==> src/hw/psr_defs.svh <==
`ifndef PSR_DEFS_SVH
`define PSR_DEFS_SVH

// Register map, byte addresses within the system control window
`define PSR_SYSCTL_BASE      32'h400f_e000
`define PSR_OFF_SOFT_RESET   12'h048
`define PSR_OFF_CAP_MASK     12'h050
`define PSR_ADDR_W           12

// Field layout
`define PSR_NUM_PORTS        5
`define PSR_PORT_LSB         0
`define PSR_PORT_MSB         4

// Reset values
`define PSR_SOFT_RESET_RST   5'h00
`define PSR_CAP_MASK_RST     5'h1f

`endif

==> src/hw/psr_pkg.sv <==
package psr_pkg;
   typedef logic [4:0] psr_ports_t;
   typedef enum logic [1:0] {
      PSR_IDLE,
      PSR_ANSWER
   } psr_state_t;
endpackage

==> src/hw/psr_port_soft_reset.sv <==
`timescale 1ns/1ps
`include "psr_defs.svh"

// Function
// - Writes to port reset bits are masked bit by bit by the capability register.
// - Port reset register decodes at offset 0x048 from base 0x400F.E000.
// - Bits 31:5 read as zero and ignore writes.
// - Bits 0..4 are read/write reset controls for ports A..E, zero at reset.
module psr_port_soft_reset
   import psr_pkg::*;
(
   input  wire logic         clk_sys,
   input  wire logic         nrst,
   input  wire logic [11:0]  avs_address,
   input  wire logic         avs_read,
   input  wire logic         avs_write,
   input  wire logic [31:0]  avs_writedata,
   input  wire logic [3:0]   avs_byteenable,
   output logic      [31:0]  avs_readdata,
   output logic              avs_waitrequest,
   output logic      [1:0]   avs_response,
   output logic              port_a_reset_bit,
   output logic              port_b_reset_bit,
   output logic              port_c_reset_bit,
   output logic              port_d_reset_bit,
   output logic              port_e_reset_bit
);

   // ------------------------------------------------------------
   // Reset synchroniser
   // ------------------------------------------------------------
   logic       rst_meta_r;
   logic       rst_n_r;

   always_ff @(posedge clk_sys or negedge nrst) begin
      if (!nrst) begin
         rst_meta_r <= 1'b0;
         rst_n_r    <= 1'b0;
      end else begin
         rst_meta_r <= 1'b1;
         rst_n_r    <= rst_meta_r;
      end
   end

   // ------------------------------------------------------------
   // Bus slave and registers
   // ------------------------------------------------------------
   psr_state_t  state_r,     state_nxt;
   psr_ports_t  soft_rst_r,  soft_rst_nxt;
   psr_ports_t  cap_mask_r,  cap_mask_nxt;
   logic [31:0] rdata_r,     rdata_nxt;
   logic [1:0]  resp_r,      resp_nxt;

   function automatic logic hit(input logic [11:0] addr, input logic [11:0] off);
      return addr == off;
   endfunction

   // Only byte lane 0 carries implemented bits
   logic        lane0_wr;
   assign lane0_wr = avs_write && avs_byteenable[0];

   always_comb begin
      state_nxt    = state_r;
      soft_rst_nxt = soft_rst_r;
      cap_mask_nxt = cap_mask_r;
      rdata_nxt    = rdata_r;
      resp_nxt     = resp_r;
      unique case (state_r)
         PSR_IDLE: begin
            // One wait state: request accepted at the following edge
            if (avs_read || avs_write) begin
               state_nxt = PSR_ANSWER;
               rdata_nxt = 32'h0000_0000;
               resp_nxt  = 2'h0;
               if (hit(avs_address, `PSR_OFF_SOFT_RESET)) begin
                  if (avs_read)
                     rdata_nxt[`PSR_PORT_MSB:`PSR_PORT_LSB] = soft_rst_r;
                  else if (lane0_wr)
                     soft_rst_nxt = (soft_rst_r & ~cap_mask_r)
                        | (avs_writedata[`PSR_PORT_MSB:`PSR_PORT_LSB]
                           & cap_mask_r);
               end else if (hit(avs_address, `PSR_OFF_CAP_MASK)) begin
                  if (avs_read)
                     rdata_nxt[`PSR_PORT_MSB:`PSR_PORT_LSB] = cap_mask_r;
                  else if (lane0_wr)
                     cap_mask_nxt = avs_writedata[`PSR_PORT_MSB:`PSR_PORT_LSB];
               end else begin
                  // Unmapped: decode error, writes dropped, reads zero
                  resp_nxt = 2'h3;
               end
            end
         end
         PSR_ANSWER: begin
            state_nxt = PSR_IDLE;
         end
      endcase
   end

   always_ff @(posedge clk_sys or negedge rst_n_r) begin
      if (!rst_n_r) begin
         state_r    <= PSR_IDLE;
         soft_rst_r <= `PSR_SOFT_RESET_RST;
         cap_mask_r <= `PSR_CAP_MASK_RST;
         rdata_r    <= 32'h0000_0000;
         resp_r     <= 2'h0;
      end else begin
         state_r    <= state_nxt;
         soft_rst_r <= soft_rst_nxt;
         cap_mask_r <= cap_mask_nxt;
         rdata_r    <= rdata_nxt;
         resp_r     <= resp_nxt;
      end
   end

   assign avs_waitrequest = !(state_r == PSR_ANSWER);
   assign avs_readdata    = rdata_r;
   assign avs_response    = resp_r;

   // ------------------------------------------------------------
   // Port reset outputs
   // ------------------------------------------------------------
   // Held for as long as the bit stays set
   assign port_a_reset_bit = soft_rst_r[0];
   assign port_b_reset_bit = soft_rst_r[1];
   assign port_c_reset_bit = soft_rst_r[2];
   assign port_d_reset_bit = soft_rst_r[3];
   assign port_e_reset_bit = soft_rst_r[4];

endmodule

==> config.mk <==
export PLATFORM = sky130hd
export DESIGN_NAME = psr_port_soft_reset
export DESIGN_NICKNAME = d
export VERILOG_FILES = /design/src/hw/psr_pkg.sv /design/src/hw/psr_port_soft_reset.sv
export VERILOG_INCLUDE_DIRS = /design/src /design/src/hw
export SDC_FILE = /design/constraint.sdc
export NUM_CORES = 1
export LEC_CHECK = 0
export BUFFER_PORTS_ARGS = -buffer_cell sky130_fd_sc_hd__buf_2
export CAP_MARGIN = 10
export CORE_MARGIN = 2
export CORE_UTILIZATION = 42
export CTS_BUF_LIST = sky130_fd_sc_hd__clkbuf_2
export CTS_CLUSTER_DIAMETER = 60
export DETAILED_ROUTE_END_ITERATION = 7
export GPL_TIMING_DRIVEN = 0
export PLACE_DENSITY = 0.95
export RECOVER_POWER = 50
export SLEW_MARGIN = 40
export SYNTH_ARGS = -nofsm -noshare
export SYNTH_HDL_FRONTEND = slang
export SYNTH_SLANG_ARGS = --single-unit
export TNS_END_PERCENT = 20
==> constraint.sdc <==
create_clock -name clk_sys -period 1.2 [get_ports clk_sys]
set_input_delay 0.12 -clock clk_sys [delete_from_list [all_inputs] [get_ports clk_sys]]
set_output_delay 0.12 -clock clk_sys [all_outputs]
set_load 0.01 [all_outputs]
==> results.sh <==
export IMPL_fin_crit_sh=1.50
export IMPL_fin_total_pwr_uw=1190
export IMPL_leakagePower_uw=0.000844
export IMPL_ys_seq_area_frac=0.453
export IMPL_start_util=0.437
export IMPL_io_pins=92
export IMPL_synth_top_cells_by_count="buf_4 (28), dfrtp_1 (14), a22o_1 (10), mux2_2 (10), nand2_1 (6)"
export IMPL_root_buffer="clkbuf_2"
export IMPL_drive_gt1_frac=0.595
export IMPL_routed_via_density=4.36
export IMPL_synthArstFlopShare=1.00
export IMPL_antenna_found_initial=0
export IMPL_start_kind="register"
export IMPL_maxCapViolCount=0
export IMPL_port_buffers=34
export IMPL_synthDistinctLibCells=20
export IMPL_critical_path_arrival_ns=2.05
export IMPL_setup_viol_count_final=16
export IMPL_grt_overflow=0
export IMPL_yosysMostFrequentCell="buf_4"
export IMPL_htree_levels=1
export IMPL_synthesis_area_um2=1060
export IMPL_synth_warnings=0
export IMPL_worst_pin_slew_ns=0.627
export IMPL_drcViolationCount=0
export IMPL_synth_seq_cells=19
export IMPL_synthFlopType="dfrtp_1"
export IMPL_clock_sink_count=19
export IMPL_dp_cells=182
export IMPL_fin_crit_ns=1.80
export IMPL_insertion_delay_ns=0.29
export IMPL_cts_tree="yes"
export IMPL_grt_usage=0.152
export IMPL_grt_pass1_vias=760
export IMPL_critPathCaptureType="register"
export IMPL_violations="negative setup slack"
export IMPL_core_area_um2=2430
export IMPL_clock_path_buffers=2
export IMPL_synth_cells=92
export IMPL_placed_area_um2=1370
export IMPL_dr_pass1_iters=4
export IMPL_dp_hpwl_um=1740
export IMPL_final_cells=193
export IMPL_final_setup_skew_ns=0.00251
export IMPL_synth_top_area_cell="dfrtp_1"
export IMPL_hold_viol=0
export IMPL_worst_slack_ns=-0.603
export IMPL_avgSynthCellArea_um2=11.6
export IMPL_routedWlPerCell_um=12.0
export IMPL_powerDensity_nw_per_um2=782
export IMPL_die_area_um2=2950
export IMPL_cp_max_fo=5
export IMPL_routed_wl_um=2310
export IMPL_synth_edff_count=0
export IMPL_yosys_top_cells_area="dfrtp_1 (33%), buf_4 (20%), dfstp_2 (12%)"
export IMPL_slew_limit_headroom=0.582
export IMPL_whs_ns=0.0595
export IMPL_required_ns=1.45
export IMPL_area_delta_synth_final_pct=42.7
export IMPL_yosysTopAreaCellShare=0.329
export IMPL_place_gp_congestion=0.753
export IMPL_status="finished, violations left"
export IMPL_max_freq_ghz=0.555
export IMPL_peakVddDrop_mv=0.654
export IMPL_num_vias=842
export IMPL_path_clk_slew_ns=0.17
export IMPL_n_antenna_cell=0
export IMPL_nets=216
export IMPL_drv_slew=0
export IMPL_grt_max_degree=18
export IMPL_placement_rows=18
export IMPL_cts_made_buffers=3
export IMPL_hold_class="in2reg"
export IMPL_drtAntennaViolNets=0
export IMPL_grt_pass1_wl_um=3230
export IMPL_drt_iter0_drc=6
export IMPL_worstSetupPathType="reg2reg"
export IMPL_rsz0062_at_grt="yes"
export IMPL_die_h_um=54.3
export IMPL_die_x_um=54.3
export IMPL_fin_area_um2=1520
==> through the flow <==
step / TNS, ns / worst slack (ns) / utilization
after floorplan: -10.47 / -0.731 / -
after global placement: -14.25 / -0.983 / 0.563
after detailed placement: -14.76 / -1.01 / 0.563
after CTS: -6.92 / -0.562 / 0.617
after global routing: -7.91 / -0.632 / 0.624
final: -7.27 / -0.603 / 0.624
==> where the power goes <==
group	leakage [uW]	switching (uW)	internal, uW
combinational	0.000590	121	131
clock	0.0000164	186	75.5
sequential	0.000238	18.1	655
total	0.000844	325	861
==> timing repair <==
action	CTS	global route
gates resized for setup	13	3
endpoints found under the setup margin	16	17
buffers inserted	5	1
hold buffers	1	0
endpoints found under the hold margin	2	0
pin swaps	8	2
==> cell type report <==
| cell class | instances | area, um2 |
|---|---|---|
| flip-flops and latches | 19 | 482 |
| clock buffers | 3 | 15.0 |
| repair buffers | 41 | 240 |
| clock inverters | 1 | 5.00 |
| fillers | 199 | 915 |
| inverters | 3 | 11.3 |
| well taps | 30 | 37.5 |
| multi-input cells | 68 | 517 |
| plain buffers | 28 | 210 |
==> kinds of logic (layout without fill, tap and decap cells) <==
logic type | after synthesis | after routing | share of synthesized area
AND/OR/NAND/NOR | 17 | 17 | 0.125
AO/OA/AOI/OAI | 13 | 13 | 0.101
flip-flops | 19 | 19 | 0.453
multiplexers | 10 | 10 | 0.106
buffers and inverters | 31 | 76 | 0.208
other | 2 | 28 | 0.00706
==> final timing paths <==
check                                       start                         to  slack [ns]  cells past startpoint
hold / removal                   avs_writedata[2]                   register        0.06                      2
setup reg to reg           state_r[0]$_DFFE_PN0P_  cap_mask_r[4]$_DFFE_PN1P_       -0.60                      5
min in group asynchronous                    nrst       rst_meta_r$_DFF_PN0_        0.10                      2
hold reg to reg                 rst_n_r$_DFF_PN0_                  async pin        0.27                      0
max in group asynchronous       rst_n_r$_DFF_PN0_     state_r[0]$_DFFE_PN0P_        0.53                      0
setup / recovery           state_r[0]$_DFFE_PN0P_  cap_mask_r[4]$_DFFE_PN1P_       -0.60                      5
==> worst max-delay path, cell delays in order (launching register included) <==
cell,delay (ns)
dfrtp_1,0.42
or4bb_4,0.54
buf_4,0.16
nor4_4,0.15
buf_6,0.18
mux2_4,0.30
==> layer usage <==
metal / track usage / part of all wire
met3: 0.0273 / 0.083
met4: 0.0417 / 0.0039
met2: 0.285 / 0.55
met1: 0.173 / 0.36
met5: 0 / 0
==> layout by cell type (no fill, tap or decap), types with 2 or more instances in the layout <==
cell type	n
a22o_1	10
buf_2	31
buf_4	33
buf_6	3
clkbuf_2	3
conb_1	28
dfrtp_1	14
dfstp_2	5
inv_1	2
mux2_2	4
mux2_4	6
nand2_1	6
nor4_4	3
or4_4	2
Note: power is estimated with default switching activity, not from simulation.
